==> src/hdl/segment_lcd_params.svh <==
// offsets, field positions, reset values and counts of the segment lcd control block
`ifndef SEGMENT_LCD_PARAMS_SVH
`define SEGMENT_LCD_PARAMS_SVH

// register indices; byte address on apb is four times the index
`define LCD_PORT_CONTROL_IDX       16'hFFC0
`define LCD_DISPLAY_CONTROL_IDX    16'hFFC1
`define LCD_WAVE_POWER_CONTROL_IDX 16'hFFC2
`define LCD_STATUS_IDX             16'hFFC3
`define LCD_ADDR_W                 18
`define LCD_IDX_LSB                2

`define LCD_PORT_CONTROL_RST       8'h00
`define LCD_DISPLAY_CONTROL_RST    8'h80
`define LCD_WAVE_POWER_CONTROL_RST 8'h60

// lcd_port_control fields
`define DUTY_SEL_HI_BIT            7
`define DUTY_SEL_LO_BIT            6
`define COMMON_PARALLEL_BIT        5
`define EXPANSION_PINS_BIT         4
`define SEG_COUNT_MSB              3
`define SEG_COUNT_LSB              0

// lcd_display_control fields
`define DRIVE_POWER_BIT            6
`define CONTROLLER_ON_BIT          5
`define SHOW_RAM_BIT               4
`define FRAME_CLK_MSB              3
`define FRAME_CLK_LSB              0

// lcd_wave_power_control fields
`define WAVE_TYPE_BIT              7
`define BOOST_SUPPLY_BIT           4
`define CHARGE_DUTY_MSB            3
`define CHARGE_DUTY_LSB            0

// pin map of the front plane
`define PORTS_ALL_MASK             32'h0000_0000
`define DRIVERS_TOP8_MASK          32'hFF00_0000
`define DRIVERS_TOP16_MASK         32'hFFFF_0000
`define DRIVERS_TOP24_MASK         32'hFFFF_FF00
`define DRIVERS_ALL_MASK           32'hFFFF_FFFF
`define EXPANSION_PIN_MASK         32'hF000_0000
`define PIN_LATCH                  31
`define PIN_SHIFT                  30
`define PIN_SERIAL                 29
`define PIN_ALTERNATE              28

`define SYS_DIV_W                  8
`define SUB_DIV_W                  2

`endif

==> src/hdl/segment_lcd_pkg.sv <==
// types shared by the segment lcd control block
package segment_lcd_pkg;

    typedef enum logic [1:0]
    {
        DUTY_STATIC  = 2'h0,
        DUTY_HALF    = 2'h1,
        DUTY_THIRD   = 2'h2,
        DUTY_QUARTER = 2'h3
    } duty_t;

    typedef enum logic [2:0]
    {
        SEQ_SETUP = 3'h1,
        SEQ_CLOCK = 3'h2,
        SEQ_LATCH = 3'h4
    } seq_state_t;

endpackage : segment_lcd_pkg

==> src/hdl/frame_tick_gen.sv <==
// operating clock enable: sub-clock or system clock divider
`timescale 1ns/1ns
`include "segment_lcd_params.svh"

module frame_tick_gen
(
    input  wire logic       clk,
    input  wire logic       resetn,
    input  wire logic       run,
    input  wire logic [3:0] sel,
    input  wire logic       sub_tick,
    output logic            op_tick
);

    logic [`SYS_DIV_W-1:0] sys_cnt_r;
    logic [`SUB_DIV_W-1:0] sub_cnt_r;
    logic [`SYS_DIV_W-1:0] sys_mask;
    logic                  sub_hit;

    // halted counters restart from zero so the first tick after enable is a full period
    always_ff @(posedge clk or negedge resetn)
    begin
        if (!resetn)
            sys_cnt_r <= '0;
        else if (!run)
            sys_cnt_r <= '0;
        else
            sys_cnt_r <= sys_cnt_r + 1'b1;
    end

    always_ff @(posedge clk or negedge resetn)
    begin
        if (!resetn)
            sub_cnt_r <= '0;
        else if (!run)
            sub_cnt_r <= '0;
        else if (sub_tick)
            sub_cnt_r <= sub_cnt_r + 1'b1;
    end

    always_comb
    begin
        // divide by 2^(sel[2:0]+1): low bits of the counter all ones
        sys_mask = `SYS_DIV_W'((9'h002 << sel[2:0]) - 9'h001);
        if (sel[1])
            sub_hit = &sub_cnt_r;
        else if (sel[0])
            sub_hit = sub_cnt_r[0];
        else
            sub_hit = 1'b1;
    end

    assign op_tick = run & (sel[3] ? ((sys_cnt_r & sys_mask) == sys_mask)
                                   : (sub_tick & sub_hit));

endmodule : frame_tick_gen

==> src/hdl/segment_lcd_control.sv <==
// segment lcd control: apb registers, pin roles, common timing and serial expansion
//
// Summary of operation
// - duty field bits 7:6 picks static, 1/2, 1/3 or 1/4 duty
// - common_parallel_sel repeats used backplane waveforms on the unused backplanes
// - expansion_pins_sel turns the top four front-plane pins into expansion signals
// - segment_pin_count maps 0, 8, 16, 24 or 32 top pins as drivers
// - expansion with count 0000: top four are expansion pins, 28 are ports
// - drive_power_on switches the lcd drive power
// - drive power forced off when controller off or chip in standby
// - controller_on low halts operation; registers keep their contents
// - show_ram_select low shows blank data, high shows display ram
// - software chooses the A or B drive waveform
// - frame_clk_sel sets the frame rate to suit the panel
// - expansion serial_seg_out carries display data serially
// - expansion polarity_flip_out carries the alternation signal
// - expansion latch_strobe_out carries the data latch clock
// - expansion shift_strobe_out carries the shift clock on the second-highest pin
// - frame_clk_sel picks sub-clock /1,/2,/4 or system clock /2 to /256
// - wave_type_sel bit 7: 0 selects A waveform, 1 selects B
// - boost_supply_sel bit 4: 0 plain supply, 1 runs the 5 V regulator
//
// The APB register port was left to the implementer.
`timescale 1ns/1ns
`include "segment_lcd_params.svh"

module segment_lcd_control
#(
    parameter int SEGS_PER_COM = 64
)
(
    input  wire logic         clk,
    input  wire logic         resetn,
    input  wire logic         psel,
    input  wire logic         penable,
    input  wire logic         pwrite,
    input  wire logic [31:0]  paddr,
    input  wire logic [31:0]  pwdata,
    output logic      [31:0]  prdata,
    output logic              pready,
    output logic              pslverr,
    input  wire logic         sub_clk_tick,
    input  wire logic         standby,
    input  wire logic [255:0] ram_bits,
    output logic      [31:0]  frontplane_pin,
    output logic      [31:0]  frontplane_drv_en,
    output logic      [3:0]   backplane_out,
    output logic              drive_polarity,
    output logic              latch_strobe_out,
    output logic              shift_strobe_out,
    output logic              serial_seg_out,
    output logic              polarity_flip_out,
    output logic              expansion_active,
    output logic              lcd_power_on,
    output logic              boost_run,
    output logic              wave_b_sel,
    output logic      [3:0]   charge_duty_sel
);

    localparam int BIT_W = $clog2(SEGS_PER_COM);

    logic [7:0]                    port_ctrl_r;
    logic [7:0]                    show_ram_select_ctrl_r;
    logic [7:0]                    wave_ctrl_r;
    logic [31:0]                   prdata_r;
    segment_lcd_pkg::seq_state_t   seq_r;
    logic [BIT_W-1:0]              bit_cnt_r;
    logic [1:0]                    com_idx_r;
    logic                          line_alt_r;
    logic                          frame_alt_r;
    logic                          serial_r;
    logic [31:0]                   pin_r;
    logic [3:0]                    back_r;

    logic                          setup_phase;
    logic                          access_phase;
    logic                          running;
    logic                          op_tick;
    logic                          expansion_on;
    logic                          period_end;
    logic                          frame_end;
    logic [1:0]                    com_last;
    segment_lcd_pkg::duty_t        duty;
    logic [31:0]                   drv_mask;
    logic [31:0]                   seg_on;
    logic [3:0]                    com_sel;
    logic [7:0]                    status;

    function automatic logic hit(input logic [31:0] addr, input logic [15:0] idx);
        hit = (addr == 32'({idx, 2'b00}));
    endfunction : hit

    function automatic logic mapped(input logic [31:0] addr);
        mapped = hit(addr, `LCD_PORT_CONTROL_IDX) | hit(addr, `LCD_DISPLAY_CONTROL_IDX)
               | hit(addr, `LCD_WAVE_POWER_CONTROL_IDX) | hit(addr, `LCD_STATUS_IDX);
    endfunction : mapped

    // pin roles from the segment count; expansion leaves every other pin a port
    function automatic logic [31:0] driver_mask(input logic [3:0] cnt, input logic exp);
        logic [31:0] m;
        m = `PORTS_ALL_MASK;
        if (exp)
            m = `PORTS_ALL_MASK;
        else if (cnt[3])
            m = `DRIVERS_ALL_MASK;
        else
        begin
            unique case (cnt[2:1])
                2'h0: m = `PORTS_ALL_MASK;
                2'h1: m = `DRIVERS_TOP8_MASK;
                2'h2: m = `DRIVERS_TOP16_MASK;
                2'h3: m = `DRIVERS_TOP24_MASK;
            endcase
        end
        driver_mask = m;
    endfunction : driver_mask

    assign setup_phase  = psel & ~penable;
    assign access_phase = psel & penable;
    assign pready       = 1'b1;
    // status is read only; a write to it or to a hole is answered with an error
    assign pslverr      = access_phase
                        & (~mapped(paddr) | (pwrite & hit(paddr, `LCD_STATUS_IDX)));
    assign prdata       = prdata_r;

    always_ff @(posedge clk or negedge resetn)
    begin
        if (!resetn)
            port_ctrl_r <= `LCD_PORT_CONTROL_RST;
        else if (access_phase && pwrite && hit(paddr, `LCD_PORT_CONTROL_IDX))
            port_ctrl_r <= pwdata[7:0];
    end

    always_ff @(posedge clk or negedge resetn)
    begin
        if (!resetn)
            show_ram_select_ctrl_r <= `LCD_DISPLAY_CONTROL_RST;
        else if (access_phase && pwrite && hit(paddr, `LCD_DISPLAY_CONTROL_IDX))
            show_ram_select_ctrl_r <= pwdata[7:0];
    end

    always_ff @(posedge clk or negedge resetn)
    begin
        if (!resetn)
            wave_ctrl_r <= `LCD_WAVE_POWER_CONTROL_RST;
        else if (access_phase && pwrite && hit(paddr, `LCD_WAVE_POWER_CONTROL_IDX))
            wave_ctrl_r <= pwdata[7:0];
    end

    assign status = {4'h0, running, frame_alt_r, com_idx_r};

    // read data is sampled in the setup cycle and stands through the access cycle
    always_ff @(posedge clk or negedge resetn)
    begin
        if (!resetn)
            prdata_r <= 32'h0000_0000;
        else if (setup_phase && !pwrite)
        begin
            if (hit(paddr, `LCD_PORT_CONTROL_IDX))
                prdata_r <= {24'h00_0000, port_ctrl_r};
            else if (hit(paddr, `LCD_DISPLAY_CONTROL_IDX))
                prdata_r <= {24'h00_0000, show_ram_select_ctrl_r};
            else if (hit(paddr, `LCD_WAVE_POWER_CONTROL_IDX))
                prdata_r <= {24'h00_0000, wave_ctrl_r};
            else if (hit(paddr, `LCD_STATUS_IDX))
                prdata_r <= {24'h00_0000, status};
            else
                prdata_r <= 32'h0000_0000;
        end
    end

    // controller halt; standby also stops the drive
    assign running      = show_ram_select_ctrl_r[`CONTROLLER_ON_BIT] & ~standby;
    // expansion pin select; relied on, a nonzero count is ignored
    assign expansion_on = port_ctrl_r[`EXPANSION_PINS_BIT];
    assign duty         = segment_lcd_pkg::duty_t'(port_ctrl_r[`DUTY_SEL_HI_BIT:`DUTY_SEL_LO_BIT]);
    assign com_last     = duty;
    // driver mapping; expansion keeps 28 ports
    assign drv_mask     = driver_mask(port_ctrl_r[`SEG_COUNT_MSB:`SEG_COUNT_LSB], expansion_on);

    frame_tick_gen u_tick
    (
        .clk      (clk),
        .resetn   (resetn),
        .run      (running),
        .sel      (show_ram_select_ctrl_r[`FRAME_CLK_MSB:`FRAME_CLK_LSB]),
        .sub_tick (sub_clk_tick),
        .op_tick  (op_tick)
    );

    assign period_end = op_tick & (seq_r == segment_lcd_pkg::SEQ_LATCH);
    assign frame_end  = period_end & (com_idx_r == com_last);

    // common period: setup and clock per segment bit, then one latch step
    always_ff @(posedge clk or negedge resetn)
    begin
        if (!resetn)
            seq_r <= segment_lcd_pkg::SEQ_SETUP;
        else if (!running)
            seq_r <= segment_lcd_pkg::SEQ_SETUP;
        else if (op_tick)
        begin
            unique case (seq_r)
                segment_lcd_pkg::SEQ_SETUP: seq_r <= segment_lcd_pkg::SEQ_CLOCK;
                segment_lcd_pkg::SEQ_CLOCK:
                    seq_r <= (bit_cnt_r == BIT_W'(SEGS_PER_COM - 1))
                           ? segment_lcd_pkg::SEQ_LATCH : segment_lcd_pkg::SEQ_SETUP;
                segment_lcd_pkg::SEQ_LATCH: seq_r <= segment_lcd_pkg::SEQ_SETUP;
                default:                    seq_r <= segment_lcd_pkg::SEQ_SETUP;
            endcase
        end
    end

    always_ff @(posedge clk or negedge resetn)
    begin
        if (!resetn)
            bit_cnt_r <= '0;
        else if (!running || period_end)
            bit_cnt_r <= '0;
        else if (op_tick && seq_r == segment_lcd_pkg::SEQ_CLOCK)
            bit_cnt_r <= bit_cnt_r + 1'b1;
    end

    // common index walks 0 .. com_last (the duty field value) each frame
    always_ff @(posedge clk or negedge resetn)
    begin
        if (!resetn)
            com_idx_r <= 2'h0;
        else if (!running || frame_end)
            com_idx_r <= 2'h0;
        else if (period_end)
            com_idx_r <= com_idx_r + 2'h1;
    end

    // A waveform flips polarity each common period
    always_ff @(posedge clk or negedge resetn)
    begin
        if (!resetn)
            line_alt_r <= 1'b0;
        else if (!running)
            line_alt_r <= 1'b0;
        else if (period_end)
            line_alt_r <= ~line_alt_r;
    end

    always_ff @(posedge clk or negedge resetn)
    begin
        if (!resetn)
            frame_alt_r <= 1'b0;
        else if (!running)
            frame_alt_r <= 1'b0;
        else if (frame_end)
            frame_alt_r <= ~frame_alt_r;
    end

    // serial data loaded at each setup step; blank when not showing ram
    always_ff @(posedge clk or negedge resetn)
    begin
        if (!resetn)
            serial_r <= 1'b0;
        else if (!running)
            serial_r <= 1'b0;
        else if (seq_r == segment_lcd_pkg::SEQ_SETUP)
            serial_r <= show_ram_select_ctrl_r[`SHOW_RAM_BIT] & ram_bits[{bit_cnt_r, com_idx_r}];
    end

    // internal segment levels for the active common
    generate
        for (genvar k = 0; k < 32; k++)
        begin : g_seg
            assign seg_on[k] = show_ram_select_ctrl_r[`SHOW_RAM_BIT] & ram_bits[{3'h0, 5'(k)} * 4 + com_idx_r];
        end
    endgenerate

    // unused backplanes repeat the used ones when parallel drive is on
    generate
        for (genvar j = 0; j < 4; j++)
        begin : g_com
            assign com_sel[j] = (2'(j) == com_idx_r)
                              || (port_ctrl_r[`COMMON_PARALLEL_BIT] && (2'(j) > com_last)
                                  && (2'(j % (int'(com_last) + 1)) == com_idx_r));
        end
    endgenerate

    always_ff @(posedge clk or negedge resetn)
    begin
        if (!resetn)
            back_r <= 4'h0;
        else
            back_r <= running ? com_sel : 4'h0;
    end

    // top four pins carry expansion signals; others drive segments or stay ports
    always_ff @(posedge clk or negedge resetn)
    begin
        if (!resetn)
            pin_r <= 32'h0000_0000;
        else if (!running)
            pin_r <= 32'h0000_0000;
        else
        begin
            pin_r <= seg_on & drv_mask;
            if (expansion_on)
            begin
                // latch clock on the highest pin
                pin_r[`PIN_LATCH]     <= (seq_r == segment_lcd_pkg::SEQ_LATCH);
                // shift clock on the second-highest pin
                pin_r[`PIN_SHIFT]     <= (seq_r == segment_lcd_pkg::SEQ_CLOCK);
                pin_r[`PIN_SERIAL]    <= serial_r;
                pin_r[`PIN_ALTERNATE] <= frame_alt_r;
            end
        end
    end

    assign frontplane_pin    = pin_r;
    assign frontplane_drv_en = drv_mask | (expansion_on ? `EXPANSION_PIN_MASK : `PORTS_ALL_MASK);
    assign backplane_out     = back_r;
    assign latch_strobe_out  = expansion_on & pin_r[`PIN_LATCH];
    assign shift_strobe_out  = expansion_on & pin_r[`PIN_SHIFT];
    assign serial_seg_out    = expansion_on & pin_r[`PIN_SERIAL];
    assign polarity_flip_out = expansion_on & pin_r[`PIN_ALTERNATE];
    assign expansion_active  = expansion_on & running;

    // waveform select; B waveform follows the frame alternation
    assign wave_b_sel        = wave_ctrl_r[`WAVE_TYPE_BIT];
    assign drive_polarity    = wave_b_sel ? frame_alt_r : line_alt_r;
    // drive power; forced off when halted or in standby
    assign lcd_power_on      = show_ram_select_ctrl_r[`DRIVE_POWER_BIT] & running;
    // step-up regulator runs only when the 5 V supply is chosen
    assign boost_run         = wave_ctrl_r[`BOOST_SUPPLY_BIT];
    assign charge_duty_sel   = wave_ctrl_r[`CHARGE_DUTY_MSB:`CHARGE_DUTY_LSB];

endmodule : segment_lcd_control

==> config.mk <==
export PLATFORM = sky130hd
export DESIGN_NAME = segment_lcd_control
export DESIGN_NICKNAME = d
export VERILOG_FILES = /design/src/hdl/segment_lcd_pkg.sv /design/src/hdl/frame_tick_gen.sv /design/src/hdl/segment_lcd_control.sv
export VERILOG_INCLUDE_DIRS = /design/src /design/src/hdl
export SDC_FILE = /design/constraint.sdc
export NUM_CORES = 1
export LEC_CHECK = 0
export BUFFER_PORTS_ARGS = -buffer_cell sky130_fd_sc_hd__buf_2
export CAP_MARGIN = 20
export CORE_AREA = 10 10 166 168
export DETAILED_ROUTE_END_ITERATION = 10
export DIE_AREA = 0 0 176 178
export PLACE_DENSITY = 0.7
export SYNTH_ARGS = -nofsm -noshare
export SYNTH_HDL_FRONTEND = slang
export SYNTH_HIERARCHICAL = 1
export SYNTH_SLANG_ARGS = --single-unit
==> constraint.sdc <==
create_clock -name clk -period 5.4 [get_ports clk]
set_clock_uncertainty 0.05 [all_clocks]
set_input_delay 0.81 -clock clk [delete_from_list [all_inputs] [get_ports clk]]
set_output_delay 0.81 -clock clk [all_outputs]
set_load 0.03 [all_outputs]
==> key figures, run 1 <==
Routing
  • Via count: 6336
  • Average detailed-routed wire length per instance: 21.2 microns
  • DRT antenna net count: 0
  • Routed wire length: 27600 microns
  • Count of TritonRoute iterations in the first routing pass: 4
  • DRC violations left: 0
  • Violation count after the first detailed-routing iteration: 295
  • Routed vias/inst: 4.87

Synth
  • Netlist area before placement: 6970 sq um
  • Synthesized instance count: 630
  • Post-synthesis async set-or-reset flop share: 100%
  • Main area contributors after synthesis: sky130_fd_sc_hd__dfrtp_1 32%, sky130_fd_sc_hd__mux4_2 20%, sky130_fd_sc_hd__buf_4 6.0%
  • Synth area leader: sky130_fd_sc_hd__dfrtp_1
  • Ys Warns: 6
  • Yosys reg bits: 92
  • Sequential fraction of the synthesis area: 33.1%
  • Portion of synthesized cell area occupied by the leading cell type: 31.6%
  • Most used standard cell by instance count after synthesis: sky130_fd_sc_hd__dfrtp_1
  • EDFF count, synth: 0
  • Count of different cell masters after synthesis: 67
  • Leading register cell type out of synthesis: sky130_fd_sc_hd__dfrtp_1
  • Post-synthesis average cell area: 11.1 sq um
  • Top post-synthesis cells by count: 88 x sky130_fd_sc_hd__dfrtp_1, 63 x sky130_fd_sc_hd__mux4_2, 56 x sky130_fd_sc_hd__buf_4

Clock network
  • Clock-pin slew on the worst setup and hold paths: 0.07 ns
  • Number of cells upsized or downsized after cts: 0
  • TritonCTS buffer count: 9
  • Root buffer cell: sky130_fd_sc_hd__clkbuf_16
  • Clk Latency, worst-skew pair: 0.35 ns
  • Worst-case clock buffer depth: 2
  • Max H-tree Level: 3
  • Post-CTS repair timing setup buffer count: 0
  • TritonCTS clock tree: yes
  • Hold buffer count at CTS: 0
  • Clock sink count: 92

Final layout
  • Final cell count without fillers: 1300
  • Fraction of final layout cells sized beyond drive strength 1: 53.1%
  • Layout overhead on the synthesized area: 33.0%
  • Post-layout util: 38.5%
  • Final layout net count: 1312
  • Filler cell count: 2425

Global routing
  • Pin count of the biggest net entering global routing: 73
  • Total Routing Usage GR: 17.1%
  • Remaining global-route overflow: 0
  • Number of antenna violations at the first check in global routing: 2
  • Wire length of the first global-routing pass: 41300 microns
  • Via count of the first global-routing pass: 6994

Setup path
  • Worst setup SP type: register
  • Length in cells of the worst reg-to-reg path: 10
  • R2R Path End: frame_alt_r
  • Crit Path Class: reg2reg
  • Worst Path Required: 5.56 ns
  • CP arrival: 3.67 ns
  • CP endpoint kind: register
  • Worst-case register-to-register setup slack: 1.90 ns
  • Worst R2R Start: show_ram_select_ctrl_r[0]
  • Maximum fanout along the worst path: 9

Run status
  • Result of the run: finished, final reports clean

STA
  • Worst Max-Slew Pin Slew: 0.931 ns
  • Crit share post-route: 64.9%
  • Final Hold Fails: 0
  • Number of failing setup endpoints in the final timing report: 0
  • Worst max-slew margin expressed relative to the limit: 37.9%
  • Peak clock frequency supported by timing: 285 MHz
  • Setup TNS: 0 ns
  • Shortest period the worst path allows: 3.50 ns
  • Max Slew Vio Count: 0
  • Worst hold slack: 0.429 ns
  • Post-route worst setup slack: 1.90 ns
  • Setup repair after global routing missed its margin: no

Pwr
  • Power per unit of standard cell area: 179 nW/um^2
  • Max rail drop VDD: 142 uV
  • Leakage power total: 0.00458 uW

Floorplan
  • IO Count: 442
  • Die Footprint: 31300 sq um
  • Initial core utilization: 28.9%
  • DIE WIDTH: 176 microns
  • Row count: 57
  • Placeable core region: 24100 sq um
  • Overall die height: 178 microns

Placement
  • Pre-CTS setup slack: 1.61 ns
  • Count of input and output buffers: 392
  • RePlAce Congestion: 0.913
  • Detail Placement HPWL: 23200 microns
  • DP Cell Count: 1283

Hold path
  • Hold path depth: 2
  • Critical hold path startpoint: prdata[5]
  • Type of the most critical hold path: reg2reg
  • Endpoint with the worst hold slack: prdata[5]

Run
  • Maxcap violations: 0
## per-stage QoR
stage	area [sq um]	power [uW]
floorplan	7060	793
global placement	8910	915
detailed placement	8910	920
CTS	9270	1670
global route	9270	1730
finish	9270	1660
## area by class of cell
cell class | instances | area (sq um) | share of cell area (%)
multi-input combinational | 454 | 4110 | 44.3
clock inverter | 6 | 116 | 1.26
sequential | 92 | 2310 | 24.9
tap | 324 | 405 | 4.37
inverter | 13 | 48.8 | 0.526
timing repair buffer | 400 | 2040 | 22.0
clock buffer | 10 | 239 | 2.58
antenna | 1 | 2.50 | 0.0270
## worst max-delay path by stage
stage / cells after the start / startpoint / slack, ns / to
final: 10 / show_ram_select_ctrl_r[0] / 1.90 / frame_alt_r
after global routing: 10 / show_ram_select_ctrl_r[0] / 1.60 / frame_alt_r
after global placement: 11 / standby / 1.66 / frame_alt_r
after detailed placement: 11 / standby / 1.61 / frame_alt_r
after CTS: 10 / show_ram_select_ctrl_r[0] / 1.88 / frame_alt_r
after floorplan: 8 / paddr[5] / 2.32 / wave_ctrl_r[0]
## state kept, by name, indices dropped and copies added, names as in the netlist
| signal | count |
|---|---|
| backplane_out | 4 |
| bit_cnt_r | 6 |
| com_idx_r | 2 |
| frame_alt_r | 1 |
| frontplane_pin | 32 |
| line_alt_r | 1 |
| port_ctrl_r | 8 |
| prdata | 8 |
| seq_r | 3 |
| serial_r | 1 |
| show_ram_select_ctrl_r | 8 |
| u_tick/sub_cnt_r | 2 |
| u_tick/sys_cnt_r | 8 |
| wave_ctrl_r | 8 |
## routing by layer
metal	track usage (%)	vias up	routed length (microns)
li1	-	2942	-
met3	5.18	35	2180
met4	5.30	2	485
met5	0	-	13
met2	30.6	286	14200
met1	19.1	3071	10700
## power by group
| group | internal [uW] | total, uW | switching (uW) |
|---|---|---|---|
| Clock | 470 | 751 | 281 |
| Combinational | 116 | 217 | 101 |
| Sequential | 689 | 689 | 0.000000464 |
| Total | 1280 | 1660 | 382 |
## critical path: stages, from the launching register on
cell and delay (ns):
sky130_fd_sc_hd__dfrtp_1 0.48, sky130_fd_sc_hd__or3_4 0.43, sky130_fd_sc_hd__ha_1 0.28, sky130_fd_sc_hd__o2111ai_1 0.11
sky130_fd_sc_hd__a31o_2 0.23, sky130_fd_sc_hd__a211o_1 0.23, sky130_fd_sc_hd__o31ai_2 0.65, sky130_fd_sc_hd__nand2_1 0.39
sky130_fd_sc_hd__nor3_1 0.32, sky130_fd_sc_hd__xnor2_1 0.14, sky130_fd_sc_hd__nor2_1 0.05
## cells in the final DEF, fill, tap and decap left out, types with 5 or more instances in the layout
master                        n
sky130_fd_sc_hd__a21oi_1     16
sky130_fd_sc_hd__conb_1      25
sky130_fd_sc_hd__nand3_1     15
sky130_fd_sc_hd__nor3_1       8
sky130_fd_sc_hd__a31oi_1      7
sky130_fd_sc_hd__and2_1      47
sky130_fd_sc_hd__mux2_2      18
sky130_fd_sc_hd__a22oi_1      8
sky130_fd_sc_hd__mux2_4       8
sky130_fd_sc_hd__dfrtp_1     86
sky130_fd_sc_hd__o31ai_1      5
sky130_fd_sc_hd__buf_2      391
sky130_fd_sc_hd__mux2i_1     30
sky130_fd_sc_hd__buf_4        8
sky130_fd_sc_hd__o211ai_1     7
sky130_fd_sc_hd__xnor2_1      9
sky130_fd_sc_hd__nand2_1     33
sky130_fd_sc_hd__ha_1        15
sky130_fd_sc_hd__nand4_1      6
sky130_fd_sc_hd__o21ai_0     16
sky130_fd_sc_hd__clkbuf_16    9
sky130_fd_sc_hd__nor2b_1      9
sky130_fd_sc_hd__inv_1       11
sky130_fd_sc_hd__nor2_1      38
sky130_fd_sc_hd__xor2_1      10
sky130_fd_sc_hd__mux4_2      63
## kinds of logic after synthesis
kind of cell,Yosys count,share of synthesized area [%]
xor+xnor,19,2.39
fa+ha+maj,15,2.69
mux,119,29.3
compound gates,86,8.42
simple gates,190,14.8
other cells,2,0.108
buf+inv,107,9.16
flops,92,33.1
Power figures use the tool's default switching activity.
==> run 2: changes to the inputs <==
Settings changed: CORE_AREA 10 10 166 168 to 10 10 165 167, DIE_AREA 0 0 176 178 to 0 0 175 177, PLACE_DENSITY 0.7 to 0.73.
Clock period 5.4 ns to 3.2 ns, I/O delays scaled along.
==> run 2 against run 1 <==
- register-to-register slack got worse by 1.5 ns
- sequential power rose by 68%
- via count rose by 2.2%
- total power rose by 61%
- hold slack got worse by 0.36 ns
- non-clock buffer count rose by 11
- global-route usage rose by 0.42 points
- highest routed layer unchanged
==> key figures, run 2 (synthesis gave the netlist of run 1 again) <==
Run status
  • Result of the run: finished, final reports clean (unchanged)

Clock network
  • TritonCTS buffer count: 9 (unchanged)
  • Clock sink count: 92 (unchanged)
  • TritonCTS clock tree: yes (unchanged)
  • Worst-case clock buffer depth: 2 (unchanged)
  • Max H-tree Level: 3 (unchanged)
  • Clk Latency, worst-skew pair: 0.35 ns (about the same)
  • Post-CTS repair timing setup buffer count: 0 (unchanged)
  • Clock-pin slew on the worst setup and hold paths: 0.07 ns (about the same)
  • Root buffer cell: sky130_fd_sc_hd__clkbuf_16 (unchanged)
  • Hold buffer count at CTS: 0 (unchanged)
  • Number of cells upsized or downsized after cts: 0 (unchanged)

Routing
  • Average detailed-routed wire length per instance: 21.6 microns (was 21.2 microns)
  • Routed wire length: 28300 microns (was 27600 microns)
  • Count of TritonRoute iterations in the first routing pass: 4 (unchanged)
  • DRT antenna net count: 0 (unchanged)
  • DRC violations left: 0 (unchanged)
  • Routed vias/inst: 4.94 (was 4.87)
  • Violation count after the first detailed-routing iteration: 434 (was 295)
  • Via count: 6475 (was 6336)

Global routing
  • Via count of the first global-routing pass: 7065 (was 6994)
  • Pin count of the biggest net entering global routing: 55 (was 73)
  • Number of antenna violations at the first check in global routing: 1 (was 2)
  • Total Routing Usage GR: 17.5% (was 17.1%)
  • Wire length of the first global-routing pass: 42100 microns (was 41300 microns)
  • Remaining global-route overflow: 0 (unchanged)

Floorplan
  • DIE WIDTH: 175 microns (was 176 microns)
  • IO Count: 442 (unchanged)
  • Row count: 57 (unchanged)
  • Die Footprint: 31000 sq um (was 31300 sq um)
  • Placeable core region: 24000 sq um (was 24100 sq um)
  • Overall die height: 177 microns (was 178 microns)
  • Initial core utilization: 29.1% (was 28.9%)

Hold path
  • Type of the most critical hold path: in2async (was reg2reg)

Setup path
  • Worst setup SP type: register (unchanged)
  • CP arrival: 3.03 ns (was 3.67 ns)
  • CP endpoint kind: register (unchanged)
  • Max stage delay cell, worst path: sky130_fd_sc_hd__dfrtp_4 (was sky130_fd_sc_hd__o31ai_2)
  • Length in cells of the worst reg-to-reg path: 7 (was 10)
  • Worst-case register-to-register setup slack: 0.36 ns (was 1.90 ns)
  • Largest stage delay on the critical path: 0.73 ns (was 0.65 ns)
  • Source of the critical timing path: com_idx_r[0] (was show_ram_select_ctrl_r[0])
  • Crit path cell chain: buf_12, mux4_2, a22oi_1, a21oi_1, a311oi_1, a211oi_1, a32o_1 (was or3_4, ha_1, o2111ai_1, a31o_2, a211o_1, o31ai_2, nand2_1, nor3_1, xnor2_1, nor2_1)
  • R2R Path End: serial_r (was frame_alt_r)
  • Crit Path Class: reg2reg (unchanged)
  • Maximum fanout along the worst path: 33 (was 9)
  • Worst Path Required: 3.38 ns (was 5.56 ns)
  • Worst R2R Start: com_idx_r[0] (was show_ram_select_ctrl_r[0])

Pwr
  • Power per unit of standard cell area: 285 nW/um^2 (was 179 nW/um^2)
  • Design Power: 2670 uW (was 1660 uW)
  • Max rail drop VDD: 227 uV (was 142 uV)
  • Leakage power total: 0.00462 uW (was 0.00458 uW)

Final layout
  • Final layout net count: 1323 (was 1312)
  • Most used cells in the layout excluding fill and tap cells: 391 x sky130_fd_sc_hd__buf_2, 86 x sky130_fd_sc_hd__dfrtp_1, 63 x sky130_fd_sc_hd__mux4_2 (unchanged)
  • Layout overhead on the synthesized area: 34.2% (was 33.0%)
  • Total inserted antenna cells: 0 (was 1)
  • Filler cell count: 2391 (was 2425)
  • Final cell count without fillers: 1310 (was 1300)
  • Fraction of final layout cells sized beyond drive strength 1: 53.7% (was 53.1%)
  • Most common library cell in the layout ignoring fill and taps: sky130_fd_sc_hd__buf_2 (unchanged)
  • Max FFs per register: 32 (unchanged)

Placement
  • Count of input and output buffers: 392 (unchanged)
  • Detail Placement HPWL: 23700 microns (was 23200 microns)
  • RePlAce Congestion: 0.908 (was 0.913)
  • DP Cell Count: 1294 (was 1283)

STA
  • Final Hold Fails: 0 (unchanged)
  • Worst Max-Slew Pin Slew: 0.885 ns (was 0.931 ns)
  • Worst max-slew margin expressed relative to the limit: 40.6% (was 37.9%)
  • Shortest period the worst path allows: 2.84 ns (was 3.50 ns)
  • Max Slew Vio Count: 0 (unchanged)
  • Crit share post-route: 88.9% (was 64.9%)
  • Setup repair after global routing missed its margin: no (unchanged)
  • Setup TNS: 0 ns (unchanged)
  • Number of failing setup endpoints in the final timing report: 0 (unchanged)
  • Peak clock frequency supported by timing: 352 MHz (was 285 MHz)

Run
  • Maxcap violations: 0 (unchanged)
[run 2: layout make-up]
cell class | count | area, sq um | share of cell area [%]
Clock buffer | 9 | 225 | 2.41
Clock inverter | 7 | 91.3 | 0.977
Inverter | 13 | 48.8 | 0.522
Multi-Input combinational cell | 454 | 4110 | 44.0
Sequential cell | 92 | 2310 | 24.7
Tap cell | 324 | 405 | 4.34
Timing Repair Buffer | 411 | 2160 | 23.1
[run 2: power by group]
part           switching [uW]  internal (uW)  total (uW)
clock network             505            627        1130
registers         0.000000644           1160        1160
logic                     174            198         372
total                     679           1990        2670
[run 2: routing by layer]
layer / track usage [%] / share of wire (%) / up-vias
met5: 0 / 0.046 / -
met4: 4.24 / 1.2 / 2
met3: 4.35 / 7.1 / 24
met2: 31.0 / 51 / 313
met1: 21.0 / 41 / 3176
li1: - / - / 2960
[run 2: stage by stage]
stage	utilization, %	worst slack, ns	area, sq um	hold WS, ns
2_1_floorplan	-	0.316	7060	0.134
3_3_place_gp	37.7	0.171	9030	0.408
3_5_place_dp	37.7	0.162	9030	0.412
4_1_cts	39.0	0.302	9350	0.0753
5_1_grt	39.0	0.151	9350	0.107
6_report	39.0	0.356	9350	0.0732
[run 2: how the worst max path moves through the flow]
stage / to / slack, ns / cells past startpoint
CTS: serial_r / 0.30 / 7
floorplan: frame_alt_r / 0.32 / 11
global route: frame_alt_r / 0.15 / 13
detailed placement: wave_ctrl_r[1] / 0.16 / 7
finish: serial_r / 0.36 / 7
global placement: wave_ctrl_r[1] / 0.17 / 7
[run 2: worst max-delay path, delay by kind of cell (launching register included)]
kind | cells | cell delay, ns
AO/OA/AOI/OAI | 5 | 0.99
flip-flops | 1 | 0.73
multiplexers | 1 | 0.61
buffers and inverters | 1 | 0.32
